<file path="src/hexff_params.svh">
`ifndef HEXFF_PARAMS_SVH
`define HEXFF_PARAMS_SVH
`define HEXFF_WIDTH     6
`define HEXFF_RESET_VAL 6'h00
`endif

</file>
<file path="src/hexff_pkg.sv">
`include "hexff_params.svh"
package hexff_pkg;
  typedef logic [`HEXFF_WIDTH-1:0] bank_t;
  typedef struct packed {
    bank_t flop_output;
    bank_t flop_output_n;
  } out_pair_s;
endpackage

</file>
<file path="src/hex_dff_dual_clock_reset.sv">
`timescale 1ns/100ps
`include "hexff_params.svh"
module hex_dff_dual_clock_reset (
  input  wire logic              mclk,
  input  wire logic              rstn,
  input  wire logic              clk_en,
  input  wire logic              clock_in_a,
  input  wire logic              clock_in_b,
  input  wire logic              master_clear,
  input  wire hexff_pkg::bank_t  flop_input,
  output hexff_pkg::out_pair_s   outs
);
  // ----------------------------------------------------------------
  // timing
  // ----------------------------------------------------------------
  // a pin change at edge k reaches sync_r at k+2 and an ored rise then
  // loads the slave at k+3; a clear forces the true outputs low from k+2.
  // clk_en low freezes every stage, so pin activity while disabled is
  // seen only if it is still present once the enable returns.

  // ----------------------------------------------------------------
  // input synchronisers
  // ----------------------------------------------------------------
  logic [2+`HEXFF_WIDTH:0] meta_r;
  logic [2+`HEXFF_WIDTH:0] sync_r;
  always_ff @(posedge mclk or negedge rstn) begin
    if (!rstn) begin
      meta_r <= '0;
      sync_r <= '0;
    end else if (clk_en) begin
      meta_r <= {master_clear, clock_in_a, clock_in_b, flop_input};
      sync_r <= meta_r;
    end
  end
  logic             clr_s;
  logic             ca_s;
  logic             cb_s;
  hexff_pkg::bank_t d_s;
  assign {clr_s, ca_s, cb_s, d_s} = sync_r;

  // pins arrive with no relation to mclk; only sync_r feeds the logic below,
  // so a metastable meta_r bit never reaches the edge detector or the stages
  AST_SYNC_SHIFT: assert property (@(posedge mclk) disable iff (!rstn)
    clk_en |=> sync_r == $past(meta_r))
    else $error("synchroniser did not advance");

  AST_SYNC_HOLD: assert property (@(posedge mclk) disable iff (!rstn)
    !clk_en |=> $stable(meta_r) && $stable(sync_r))
    else $error("synchroniser moved while disabled");

  // ----------------------------------------------------------------
  // ored clock and edge detect
  // ----------------------------------------------------------------
  logic ored_clk;
  logic ored_clk_r;
  logic ored_rise;
  assign ored_clk  = ca_s | cb_s;
  assign ored_rise = ored_clk & ~ored_clk_r;
  always_ff @(posedge mclk or negedge rstn) begin
    if (!rstn) begin
      ored_clk_r <= 1'b0;
    end else if (clk_en) begin
      ored_clk_r <= ored_clk;
    end
  end

  // a rise lasts one enabled cycle, so one pin edge loads the bank once
  AST_OR_CLK: assert property (@(posedge mclk) disable iff (!rstn)
    clk_en |=> ored_clk_r == $past(ca_s || cb_s))
    else $error("or clock wrong");

  AST_RISE_ONCE: assert property (@(posedge mclk) disable iff (!rstn)
    clk_en && ored_rise |=> !ored_rise)
    else $error("ored rise lasted more than one cycle");

  AST_RISE_FROZEN: assert property (@(posedge mclk) disable iff (!rstn)
    !clk_en |=> $stable(ored_clk_r))
    else $error("edge detector moved while disabled");

  AST_RISE_FROM_A: assert property (@(posedge mclk) disable iff (!rstn)
    clk_en && ca_s && !cb_s && !ored_clk_r && !clr_s |=> slave_r == $past(master_r))
    else $error("first clock input alone did not load");

  AST_RISE_FROM_B: assert property (@(posedge mclk) disable iff (!rstn)
    clk_en && cb_s && !ca_s && !ored_clk_r && !clr_s |=> slave_r == $past(master_r))
    else $error("second clock input alone did not load");

  AST_HIGH_BOTH: assert property (@(posedge mclk) disable iff (!rstn)
    clk_en && ca_s && cb_s && ored_clk_r && !clr_s |=> $stable(slave_r))
    else $error("outputs moved with both clocks high");

  // ----------------------------------------------------------------
  // master stage: follows data while the ored clock is low
  // ----------------------------------------------------------------
  hexff_pkg::bank_t master_r;
  always_ff @(posedge mclk or negedge rstn) begin
    if (!rstn) begin
      master_r <= `HEXFF_RESET_VAL;
    end else if (clk_en && !ored_clk) begin
      master_r <= d_s;
    end
  end

  // the master is shut while the ored clock is high, so data that changes
  // after the edge cannot slip through to the slave on the same pulse
  AST_MASTER: assert property (@(posedge mclk) disable iff (!rstn)
    clk_en && !ored_clk |=> master_r == $past(d_s))
    else $error("master not following input");

  AST_MASTER_SHUT: assert property (@(posedge mclk) disable iff (!rstn)
    clk_en && ored_clk |=> $stable(master_r))
    else $error("master moved while clock high");

  AST_MASTER_FROZEN: assert property (@(posedge mclk) disable iff (!rstn)
    !clk_en |=> $stable(master_r))
    else $error("master moved while disabled");

  // ----------------------------------------------------------------
  // slave stage, one element per bit
  // ----------------------------------------------------------------
  hexff_pkg::bank_t slave_r;
  genvar gi;
  generate
    for (gi = 0; gi < `HEXFF_WIDTH; gi++) begin : g_elem
      always_ff @(posedge mclk or negedge rstn) begin
        if (!rstn) begin
          slave_r[gi] <= 1'b0;
        end else if (clk_en) begin
          if (clr_s) begin
            slave_r[gi] <= 1'b0;
          end else if (ored_rise) begin
            slave_r[gi] <= master_r[gi];
          end
        end
      end
      // each bit checked alone so a crossed wire between elements shows up
      AST_BIT_LOAD: assert property (@(posedge mclk) disable iff (!rstn)
        clk_en && ored_rise && !clr_s |=> slave_r[gi] == $past(master_r[gi]))
        else $error("element did not load its own input");

      AST_BIT_CLEAR: assert property (@(posedge mclk) disable iff (!rstn)
        clk_en && clr_s |=> !slave_r[gi])
        else $error("element not cleared");

      AST_BIT_FROZEN: assert property (@(posedge mclk) disable iff (!rstn)
        !clk_en |=> $stable(slave_r[gi]))
        else $error("element moved while disabled");

      AST_BIT_PAIR: assert property (@(posedge mclk) disable iff (!rstn)
        outs.flop_output_n[gi] != outs.flop_output[gi])
        else $error("element outputs not complementary");
    end
  endgenerate

  // ----------------------------------------------------------------
  // slave checks
  // ----------------------------------------------------------------
  AST_LOAD: assert property (@(posedge mclk) disable iff (!rstn)
    clk_en && ored_rise && !clr_s |=> slave_r == $past(master_r))
    else $error("edge did not load data");

  AST_HOLD_LOW: assert property (@(posedge mclk) disable iff (!rstn)
    clk_en && !ca_s && !cb_s && !clr_s |=> $stable(slave_r))
    else $error("outputs moved with both clocks low");

  AST_NO_SECOND: assert property (@(posedge mclk) disable iff (!rstn)
    clk_en && ored_clk_r && ored_clk && !clr_s |=> $stable(slave_r))
    else $error("outputs moved without ored rise");

  AST_ONLY_EDGE: assert property (@(posedge mclk) disable iff (!rstn)
    !(clk_en && (ored_rise || clr_s)) |=> $stable(slave_r))
    else $error("outputs moved without cause");

  AST_STAY_CLEAR: assert property (@(posedge mclk) disable iff (!rstn)
    clk_en && clr_s ##1 (clk_en && !clr_s && !ored_rise) |=> slave_r == 6'h00)
    else $error("output left clear without edge");

  AST_CLEAR_WINS: assert property (@(posedge mclk) disable iff (!rstn)
    clk_en && clr_s && ored_rise |=> slave_r == 6'h00)
    else $error("edge beat a simultaneous clear");

  // ----------------------------------------------------------------
  // outputs
  // ----------------------------------------------------------------
  // clear bypasses the slave so it acts without waiting for an edge
  hexff_pkg::bank_t q_live;
  assign q_live = clr_s ? `HEXFF_RESET_VAL : slave_r;
  // one assignment for the whole pair keeps the output a single driver
  assign outs = hexff_pkg::out_pair_s'{flop_output:   q_live,
                                       flop_output_n: ~q_live};

  AST_COMPLEMENT: assert property (@(posedge mclk) disable iff (!rstn)
    outs.flop_output_n == ~outs.flop_output)
    else $error("complement mismatch");

  AST_CLEAR_LOW: assert property (@(posedge mclk) disable iff (!rstn)
    clr_s |-> outs.flop_output == 6'h00)
    else $error("clear did not force low");

  AST_OUT_SLAVE: assert property (@(posedge mclk) disable iff (!rstn)
    !clr_s |-> outs.flop_output == slave_r)
    else $error("true outputs differ from stored bits");

  AST_OUT_N_SLAVE: assert property (@(posedge mclk) disable iff (!rstn)
    !clr_s |-> outs.flop_output_n == ~slave_r)
    else $error("complement outputs differ from stored bits");

  // ----------------------------------------------------------------
  // clear tracking for checks
  // ----------------------------------------------------------------
  // set by a clear, dropped by the first enabled edge that loads data
  logic held_clear_r;
  always_ff @(posedge mclk or negedge rstn) begin
    if (!rstn) begin
      held_clear_r <= 1'b1;
    end else if (clk_en) begin
      if (clr_s) begin
        held_clear_r <= 1'b1;
      end else if (ored_rise) begin
        held_clear_r <= 1'b0;
      end
    end
  end

  AST_HELD_CLEAR: assert property (@(posedge mclk) disable iff (!rstn)
    held_clear_r |-> slave_r == `HEXFF_RESET_VAL)
    else $error("bank left the cleared state without a load");

endmodule // hex_dff_dual_clock_reset

</file>
<file path="config.mk">
export PLATFORM = sky130hd
export DESIGN_NAME = hex_dff_dual_clock_reset
export DESIGN_NICKNAME = d
export VERILOG_FILES = /design/src/hexff_pkg.sv /design/src/hex_dff_dual_clock_reset.sv
export VERILOG_INCLUDE_DIRS = /design/src
export SDC_FILE = /design/constraint.sdc
export NUM_CORES = 1
export LEC_CHECK = 0
export ABC_AREA = 1
export BUFFER_PORTS_ARGS = -buffer_cell sky130_fd_sc_hd__buf_2
export CAP_MARGIN = 20
export CORE_ASPECT_RATIO = 1.4
export CORE_UTILIZATION = 45
export DETAILED_ROUTE_END_ITERATION = 8
export GPL_TIMING_DRIVEN = 0
export PLACE_DENSITY = 0.73
export SLEW_MARGIN = 25
export SYNTH_ARGS = -nofsm -noshare
export SYNTH_HDL_FRONTEND = slang
export SYNTH_SLANG_ARGS = --single-unit
</file>
<file path="constraint.sdc">
create_clock -name mclk -period 1.5 [get_ports mclk]
set_input_delay 0.15 -clock mclk [delete_from_list [all_inputs] [get_ports mclk]]
set_output_delay 0.15 -clock mclk [all_outputs]
set_load 0.1 [all_outputs]
</file>
==> results of run 1 <==
## logic make-up (layout without fill, tap and decap cells)
kind of cell	count (synthesis)	count (layout)	synth area share, %
AOI/OAI and AO/OA	15	15	7.74
buffers and inverters	22	56	7.94
DFF	31	31	60.0
and+or+nand+nor	75	75	24.3
## cell usage after synthesis (2+ instances only)
| master | number |
|---|---|
| dfrtp_1 | 31 |
| nand4_1 | 6 |
| inv_1 | 7 |
| o21ai_1 | 8 |
| inv_2 | 8 |
| o21ai_2 | 6 |
| nand2_1 | 66 |
| buf_2 | 4 |
| buf_4 | 2 |
## metal layers
metal	part of all wire (%)	global-route usage, %	up-vias
li1	-	-	506
met4	3.0	12.1	0
met3	4.5	6.87	6
met5	0	0	-
met1	40	17.3	446
met2	52	28.8	29
## final timing paths
check	from	to	slack [ns]
setup / recovery	sync_r[8]$_DFFE_PN0P_	outs[7]	0.08
hold / removal	flop_input[0]	meta_r[0]$_DFFE_PN0P_	0.02
setup reg to reg	sync_r[6]$_DFFE_PN0P_	master_r[4]$_DFFE_PN0P_	0.48
hold reg to reg	slave_r[1]$_DFFE_PN0P_	slave_r[1]$_DFFE_PN0P_	0.48
max in group asynchronous	rstn	meta_r[7]$_DFFE_PN0P_	0.69
min in group asynchronous	rstn	slave_r[5]$_DFFE_PN0P_	0.38
## metrics by stage
stage                     cell area [sq um]  setup WS, ns  hold slack (ns)
after floorplan                        1310        -0.352           -0.146
after global placement                 1460         0.117            0.209
after detailed placement               1460        0.0814            0.222
after CTS                              1650        0.0429         0.000402
after global routing                   1660       0.00177           0.0139
final                                  1660        0.0779           0.0165
## worst max-delay path, cell delays in order (launching register included)
cell	delay (ns)
dfrtp_1	0.40
inv_4	0.13
nand2_1	0.13
inv_4	0.07
buf_6	0.21
## layout make-up
cell class | count | area (sq um) | share of cell area [%]
clock inverters | 2 | 35.0 | 2.11
inverters | 15 | 73.8 | 4.44
flip-flops and latches | 31 | 776 | 46.6
multi-input cells | 90 | 414 | 24.9
well taps | 36 | 45.0 | 2.71
clock buffers | 6 | 51.3 | 3.08
plain buffers | 6 | 41.3 | 2.48
repair buffers | 27 | 228 | 13.7
## what timing repair did
action	CTS	global route
hold endpoints to repair	35	0
setup endpoints to repair	12	4
resized for setup	19	4
hold buffers	5	0
gates cloned	0	0
## sequential cells by signal, indices dropped and copies added (netlist names)
name / flops
master_r: 6
sync_r: 9
ored_clk_r: 1
meta_r: 9
slave_r: 6
## report_power, final
part	switching, mW	internal, mW	total [mW]
combinational	0.459	0.179	0.639
sequential	0.0632	0.950	1.01
clock	0.280	0.394	0.673
==> out/metrics.yaml, run 1 <==
global_route:
  first_global_vias: 934
  grt_remaining_overflow: 0
  grt_usage_pct: 17.7
  grt_pass1_wl_um: 3710
  grt_max_degree: 32
  grt_antenna_before_repair: 0
cts:
  tritoncts: "yes"
  cts_sinks: 31
  cts-root-buf: "clkbuf_4"
  numCtsBuffers: 5
  post_cts_buffers: 0
  clk_latency_ns: 0.33
  clk_pin_slew_ns: 0.09
  cts_buffer_depth: 2
  h-tree-depth: 2
yosys:
  postSynthCellCount: 143
  synth.avg_cell_area_sq_um: 9.04
  async_flop_share_pct: 100
  synth_top_area_share_pct: 60.0
  netlist_top_cells_area: "dfrtp_1 (60%), nand2_1 (19%), o21ai_2 (4.1%)"
  synth-seq-cells: 31
  syn_nets: 155
  yosys.area.top_type: "dfrtp_1"
  syn_area_sq_um: 1290
  synth_edf_count: 0
  yosysSeqAreaShare_pct: 60.0
  synth_flop_cell: "dfrtp_1"
  ys_types: 14
  yosysWarnings: 0
timing:
  min_period_ns: 1.42
  rsz0062_at_grt: "false"
  maxSlewViolCount: 0
  fmax_mhz: 703
  relSlewSlack_pct: 56.1
  tightest_slew_ns: 0.659
  period_share_pct: 94.8
  hold_viol_final: 0
  skew_ns: 0.00336
  setup_violations: 0
  finalSetupTns_ns: 0
route:
  drcViolationCount: 0
  wl_um: 2170
  vias_per_cell: 4.63
  first_pass_iters: 4
  wl_per_cell_um: 10.2
  drtIter0Drc: 9
  final_antenna_net_count: 0
  vias: 987
setup_path:
  ff2ff_path_depth: 5
  start_kind: "register"
  path_max_fanout: 14
  cp.required_ns: 1.35
  crit_type: "reg -> out"
  arrival_ns: 1.27
  endpoint_kind: "output pin"
placement:
  hpwlAfterDp_um: 1570
  place_congestion: 0.776
  port_buffers: 22
  dp.cells: 201
outcome:
  outcome: "finished clean"
final_layout:
  final_util_pct: 62.3
  diodes: 0
  most-common-layout-cells: "nand2_1 (66), dfrtp_1 (31), buf_2 (13)"
  num-fill-cells: 241
  areaGrowthSynthToFinish_pct: 28.8
  drive_gt1_share_pct: 29.9
  fin_nets: 188
  final_common_cell: "nand2_1"
  final_cells: 213
pwr:
  p_leak_nw: 0.894
  power.density_nw_per_um2: 1400
  p_total_mw: 2.32
  ir_worst_vdd_mv: 0.714
floorplan:
  core-area_sq_um: 2670
  dieArea_sq_um: 3090
  fp.dieH_um: 65.4
  rows: 22
  start_util_pct: 48.4
  io_pins: 24
  die_w_um: 47.3
flow_run:
  cap_violations: 0
hold_path:
  hold_path.class: "in -> reg"
  min_path_cells: 3
No activity file was read; power rests on OpenSTA's default activity.
==> run 2: changes to the inputs <==
==> constraint.sdc (replaced) <==
create_clock -name mclk -period 1.5 [get_ports mclk]
set_input_delay 0.15 -clock mclk [delete_from_list [all_inputs] [get_ports mclk]]
set_output_delay 0.15 -clock mclk [all_outputs]
set_load 0.01 [all_outputs]
==> out/metrics.yaml, run 2 (same netlist as run 1, synthesis figures left out) <==
setup_path:
  arrival_ns: 1.19  # -0.08 ns
  start_kind: "register"
  ff2ff_path_depth: 5  # unchanged
  endpoint_kind: "output pin"
  rr_startpoint: "sync_r[6]$_DFFE_PN0P_"
  reg2reg_setup_slack_ns: 0.46  # -0.02 ns
  path_max_fanout: 14  # unchanged
  cp.required_ns: 1.35  # about the same
  crit_type: "reg -> out"
  rr_endpoint: "master_r[3]$_DFFE_PN0P_"
cts:
  cts_sinks: 31  # unchanged
  cts_buffer_depth: 2  # unchanged
  cts_resized: 0  # -19
  tritoncts: "yes"
  post_cts_buffers: 0  # unchanged
  h-tree-depth: 2  # unchanged
  clk_pin_slew_ns: 0.10  # about the same
  cts-root-buf: "clkbuf_4"
  clk_latency_ns: 0.34  # about the same
  numCtsBuffers: 5  # unchanged
placement:
  place_congestion: 0.780  # +0.62%
  hpwlAfterDp_um: 1500  # -4.4%
  port_buffers: 22  # unchanged
pwr:
  power.density_nw_per_um2: 1190  # -15%
  ir_worst_vdd_mv: 0.804  # +13%
  p_total_mw: 1.91  # -18%
  p_leak_nw: 0.883  # -1.2%
hold_path:
  min_path_cells: 3  # unchanged
  min_from: "clock_in_a"
  hold_path.class: "in -> reg"
  whs_endpoint: "meta_r[7]$_DFFE_PN0P_"
global_route:
  grt_usage_pct: 17.4  # -0.29 points
  first_global_vias: 891  # -4.6%
  grt_max_degree: 32  # unchanged
  grt_remaining_overflow: 0  # unchanged
  grt_pass1_wl_um: 3640  # -2.0%
  grt_antenna_before_repair: 0  # unchanged
timing:
  skew_ns: 0.00627  # +0.00291 ns
  setup_violations: 0  # unchanged
  min_period_ns: 1.34  # -0.0863 ns
  maxSlewViolCount: 0  # unchanged
  hold_viol_final: 0  # unchanged
  rsz0062_at_grt: "false"
  tightest_slew_ns: 0.664  # +0.00535 ns
  finalSetupTns_ns: 0  # unchanged
  period_share_pct: 89.1  # -5.8 points
  relSlewSlack_pct: 55.7  # -0.36 points
  fmax_mhz: 749  # +6.5%
floorplan:
  start_util_pct: 48.4  # unchanged
  io_pins: 24  # unchanged
  dieArea_sq_um: 3090  # unchanged
  fp.dieH_um: 65.4  # unchanged
  rows: 22  # unchanged
  die_w_um: 47.3  # unchanged
  core-area_sq_um: 2670  # unchanged
route:
  drtIter0Drc: 33  # +24
  final_antenna_net_count: 0  # unchanged
  vias_per_cell: 4.44  # -4.1%
  drcViolationCount: 0  # unchanged
  first_pass_iters: 4  # unchanged
  wl_um: 2180  # +0.42%
  wl_per_cell_um: 10.0  # -1.4%
  vias: 964  # -2.3%
final_layout:
  areaGrowthSynthToFinish_pct: 24.2
  fin_nets: 192  # +2.1%
  final_util_pct: 60.1  # -2.2 points
  drive_gt1_share_pct: 29.3  # -0.66 points
  final_common_cell: "nand2_1"
  most-common-layout-cells: "nand2_1 (66), dfrtp_1 (31), buf_2 (25)"
  largestRegisters: "meta_r (9), sync_r (9)"
  num-fill-cells: 239  # -0.83%
  diodes: 0  # unchanged
  ff_latch_area_sq_um: 776  # unchanged
  multi_input_area_sq_um: 414  # unchanged
flow_run:
  cap_violations: 0  # unchanged
outcome:
  outcome: "finished clean"
## run 2: cell types whose count changed in the layout (fill, tap and decap cells not counted), sizes merged
cell         before  now
bufinv            1    0
clkinvlp          0    1
clkinv            1    0
dlygate4sd3       5    9
clkbuf            6    7
## run 2: repair_timing
item,CTS,global route
endpoints found under the setup margin,0,12
hold endpoints to repair,39,0
hold buffers,9,0
## run 2: final cells by class
class,count,area share (%)
multi-input combinational,90,25.8
clock buffer,7,4.05
timing repair buffer,31,12.5
inverter,15,3.51
buffer,6,2.57
clock inverter,1,0.468
tap,36,2.81
sequential,31,48.3
## run 2: routing by layer
metal,track usage (%),share of wire (%),vias to the layer above
met4,10.7,2.6,0
li1,-,-,512
met1,16.3,44,418
met5,0,0,-
met3,7.42,5.4,5
met2,29.1,48,29
## run 2: worst max path at each step
| stage | slack, ns | end | depth (start not counted) | from |
|---|---|---|---|---|
| final | 0.16 | outs[10] | 4 | sync_r[8]$_DFFE_PN0P_ |
| after global routing | 0.04 | outs[6] | 4 | sync_r[8]$_DFFE_PN0P_ |
| after CTS | 0.02 | outs[10] | 5 | sync_r[8]$_DFFE_PN0P_ |
| after detailed placement | 0.41 | outs[10] | 5 | sync_r[8]$_DFFE_PN0P_ |
| after global placement | 0.45 | outs[7] | 5 | sync_r[8]$_DFFE_PN0P_ |
| after floorplan | 0.54 | master_r[2]$_DFFE_PN0P_ | 5 | sync_r[6]$_DFFE_PN0P_ |
## run 2: critical path: stages, from the launching register on
cell,delay [ns]
dfrtp_1,0.38
inv_2,0.19
nand2_1,0.11
inv_2,0.05
buf_2,0.11
## run 2: metrics by stage
step / area, sq um / cells / hold slack, ns / setup WS [ns]
3_5_place_dp: 1450 / 201 / 0.223 / 0.410
4_1_cts: 1610 / 218 / 0.00630 / 0.0236
2_1_floorplan: 1290 / 143 / -0.146 / 0.535
5_1_grt: 1610 / 217 / 0.00827 / 0.0442
3_3_place_gp: 1450 / 201 / 0.211 / 0.452
6_report: 1610 / 217 / 0.0152 / 0.164
## run 2: power by group
group / leakage [nW] / total (mW) / internal (mW) / switching [mW]
combinational: 0.453 / 0.333 / 0.140 / 0.193
sequential: 0.392 / 1.01 / 0.949 / 0.0614
clock: 0.0375 / 0.564 / 0.274 / 0.290
==> run 3: changes to the inputs <==
--- a/config.mk
+++ b/config.mk
@@ -11,9 +11,10 @@
 export CAP_MARGIN = 20
 export CORE_ASPECT_RATIO = 1.4
 export CORE_UTILIZATION = 45
+export CTS_CLUSTER_SIZE = 25
 export DETAILED_ROUTE_END_ITERATION = 8
 export GPL_TIMING_DRIVEN = 0
-export PLACE_DENSITY = 0.73
+export PLACE_DENSITY = 0.66
 export SLEW_MARGIN = 25
 export SYNTH_ARGS = -nofsm -noshare
 export SYNTH_HDL_FRONTEND = slang
==> constraint.sdc (replaced) <==
create_clock -name mclk -period 1.2 [get_ports mclk]
set_input_delay 0.12 -clock mclk [delete_from_list [all_inputs] [get_ports mclk]]
set_output_delay 0.12 -clock mclk [all_outputs]
set_load 0.01 [all_outputs]
==> out/metrics.yaml, run 3 (same netlist as run 1, synthesis figures left out) <==
floorplan:
  core-area_sq_um: 2670  # unchanged
  start_util_pct: 48.4  # unchanged
  fp.dieH_um: 65.4  # unchanged
  io_pins: 24  # unchanged
  dieArea_sq_um: 3090  # unchanged
  die_w_um: 47.3  # unchanged
  rows: 22  # unchanged
timing:
  skew_ns: 0.00277  # -0.00350 ns
  setup_violations: 6  # +6
  relSlewSlack_pct: 55.2  # -0.50 points
  fmax_mhz: 823
  worst_slack_ns: -0.0151  # -0.179 ns
  min_period_ns: 1.22
  tightest_slew_ns: 0.671  # +0.00752 ns
  hold_viol_final: 0  # unchanged
  rsz0062_at_grt: "true"
  period_share_pct: 101
  maxSlewViolCount: 0  # unchanged
placement:
  place_congestion: 0.779  # -0.19%
  place_area_sq_um: 1450  # unchanged
  hpwlAfterDp_um: 1470  # -1.8%
  post-place-ws_ns: 0.147  # -0.264 ns
  port_buffers: 22  # unchanged
route:
  vias: 1008  # +4.6%
  wl_um: 2240  # +2.8%
  vias_per_cell: 4.56  # +2.7%
  first_pass_iters: 2  # -2
  drcViolationCount: 0  # unchanged
  wl_per_cell_um: 10.1  # +0.90%
  final_antenna_net_count: 0  # unchanged
  drtIter0Drc: 21  # -36%
final_layout:
  most-common-layout-cells: "nand2_1 (59), dfrtp_1 (31), buf_2 (19)"
  largestRegisters: "meta_r (9), sync_r (9)"
  diodes: 0  # unchanged
  ff_latch_area_sq_um: 776  # unchanged
  design_area_sq_um: 1700  # +6.2%
  drive_gt1_share_pct: 33.5  # +4.2 points
  num-fill-cells: 241  # +0.84%
  areaGrowthSynthToFinish_pct: 31.8
  final_common_cell: "nand2_1"
  multi_input_area_sq_um: 442  # +6.6%
  fin_nets: 196  # +2.1%
outcome:
  violations: "negative setup slack"
  outcome: "finished with violations"
setup_path:
  arrival_ns: 1.10  # -0.09 ns
  cp_slowest_cell: "dfrtp_1"
  crit_type: "reg -> out"
  endpoint_kind: "output pin"
  cp.required_ns: 1.08  # -0.27 ns
  crit_chain: "clkinv_4, nand2_4, inv_2, buf_6"
  path_max_fanout: 8  # -6
  cp_slowest_stage_delay_ns: 0.40  # +0.02 ns
  start_kind: "register"
cts:
  cts_buffer_depth: 2  # unchanged
  clk_latency_ns: 0.33  # about the same
  numCtsBuffers: 5  # unchanged
  cts_sinks: 31  # unchanged
  tritoncts: "yes"
  h-tree-depth: 2  # unchanged
  cts-root-buf: "clkbuf_4"
  clk_pin_slew_ns: 0.09  # about the same
pwr:
  p_leak_nw: 0.927  # +5.0%
  ir_worst_vdd_mv: 1.08  # +34%
  power.density_nw_per_um2: 1430  # +21%
global_route:
  grt_max_degree: 32  # unchanged
  grt_remaining_overflow: 0  # unchanged
  grt_pass1_wl_um: 3780  # +4.0%
  grt_usage_pct: 17.7  # +0.33 points
  grt_antenna_before_repair: 0  # unchanged
  first_global_vias: 918  # +3.0%
hold_path:
  hold_path.class: "in -> reg"
flow_run:
  cap_violations: 0  # unchanged
## run 3: changes by cell type in the layout (fill, tap and decap cells not counted), sizes merged
cell         change
buf              +3
clkbuf           +1
clkinv           +1
clkinvlp         -1
dlygate4sd3      +1
inv              -1
## run 3: cell type report
class                           instances  share of cell area, %
Tap cell                               36                   2.64
Sequential cell                        31                   45.5
Clock buffer                            8                   4.04
Inverter                               15                   3.60
Timing Repair Buffer                   35                   15.9
Multi-Input combinational cell         90                   25.9
Buffer                                  6                   2.42
## run 3: worst paths after layout
path                                  startpoint                 endpoint  slack, ns  depth (start not counted)
min in group asynchronous                   rstn  master_r[0]$_DFFE_PN0P_       0.36                          2
max in group asynchronous                   rstn    meta_r[4]$_DFFE_PN0P_       0.41                          2
hold reg to reg            meta_r[5]$_DFFE_PN0P_    meta_r[5]$_DFFE_PN0P_       0.48                          2
setup reg to reg           sync_r[8]$_DFFE_PN0P_   slave_r[3]$_DFFE_PN0P_          0                          7
hold / removal                            clk_en    sync_r[6]$_DFFE_PN0P_       0.12                          4
setup / recovery           sync_r[8]$_DFFE_PN0P_                  outs[6]      -0.02                          4
## run 3: critical path: cells and delay by family, from the launching register on
family                 cells  cell delay [ns]
buffers and inverters      3             0.27
DFF                        1             0.40
and+or+nand+nor            1             0.10
## run 3: through the flow
| step | setup TNS [ns] | utilization [%] | total power, mW | hold WS [ns] | instances |
|---|---|---|---|---|---|
| floorplan | 0 | - | 1.55 | -0.176 | 143 |
| global placement | 0 | 54.2 | 1.67 | 0.186 | 201 |
| detailed placement | 0 | 54.2 | 1.69 | 0.195 | 201 |
| CTS | -0.0000878 | 61.0 | 2.40 | 0.102 | 220 |
| global route | -1.51 | 63.8 | 2.61 | 0.109 | 221 |
| finish | -0.0552 | 63.8 | 2.44 | 0.116 | 221 |
## run 3: power breakdown
part	internal (mW)	switching, mW	total (mW)
logic	0.225	0.261	0.486
clock network	0.344	0.336	0.680
registers	1.19	0.0874	1.27
total	1.76	0.684	2.44
## run 3: what timing repair did
item / CTS / global route
cloned: 0 / 0
setup buffers: 2 / 1
hold endpoints to repair: 40 / 0
hold buffers: 10 / 0
endpoints found under the setup margin: 12 / 12
pin swaps: 0 / 1
resized for setup: 1 / 16
## run 3: layer usage
metal / part of all wire (%) / GRT usage (%) / up-vias / wire length (um)
met5: 0 / 0 / - / 0
met4: 2.9 / 7.50 / 0 / 65
met3: 4.5 / 7.42 / 7 / 101
met2: 52 / 30.8 / 29 / 1160
met1: 41 / 17.2 / 447 / 911
li1: - / - / 525 / -
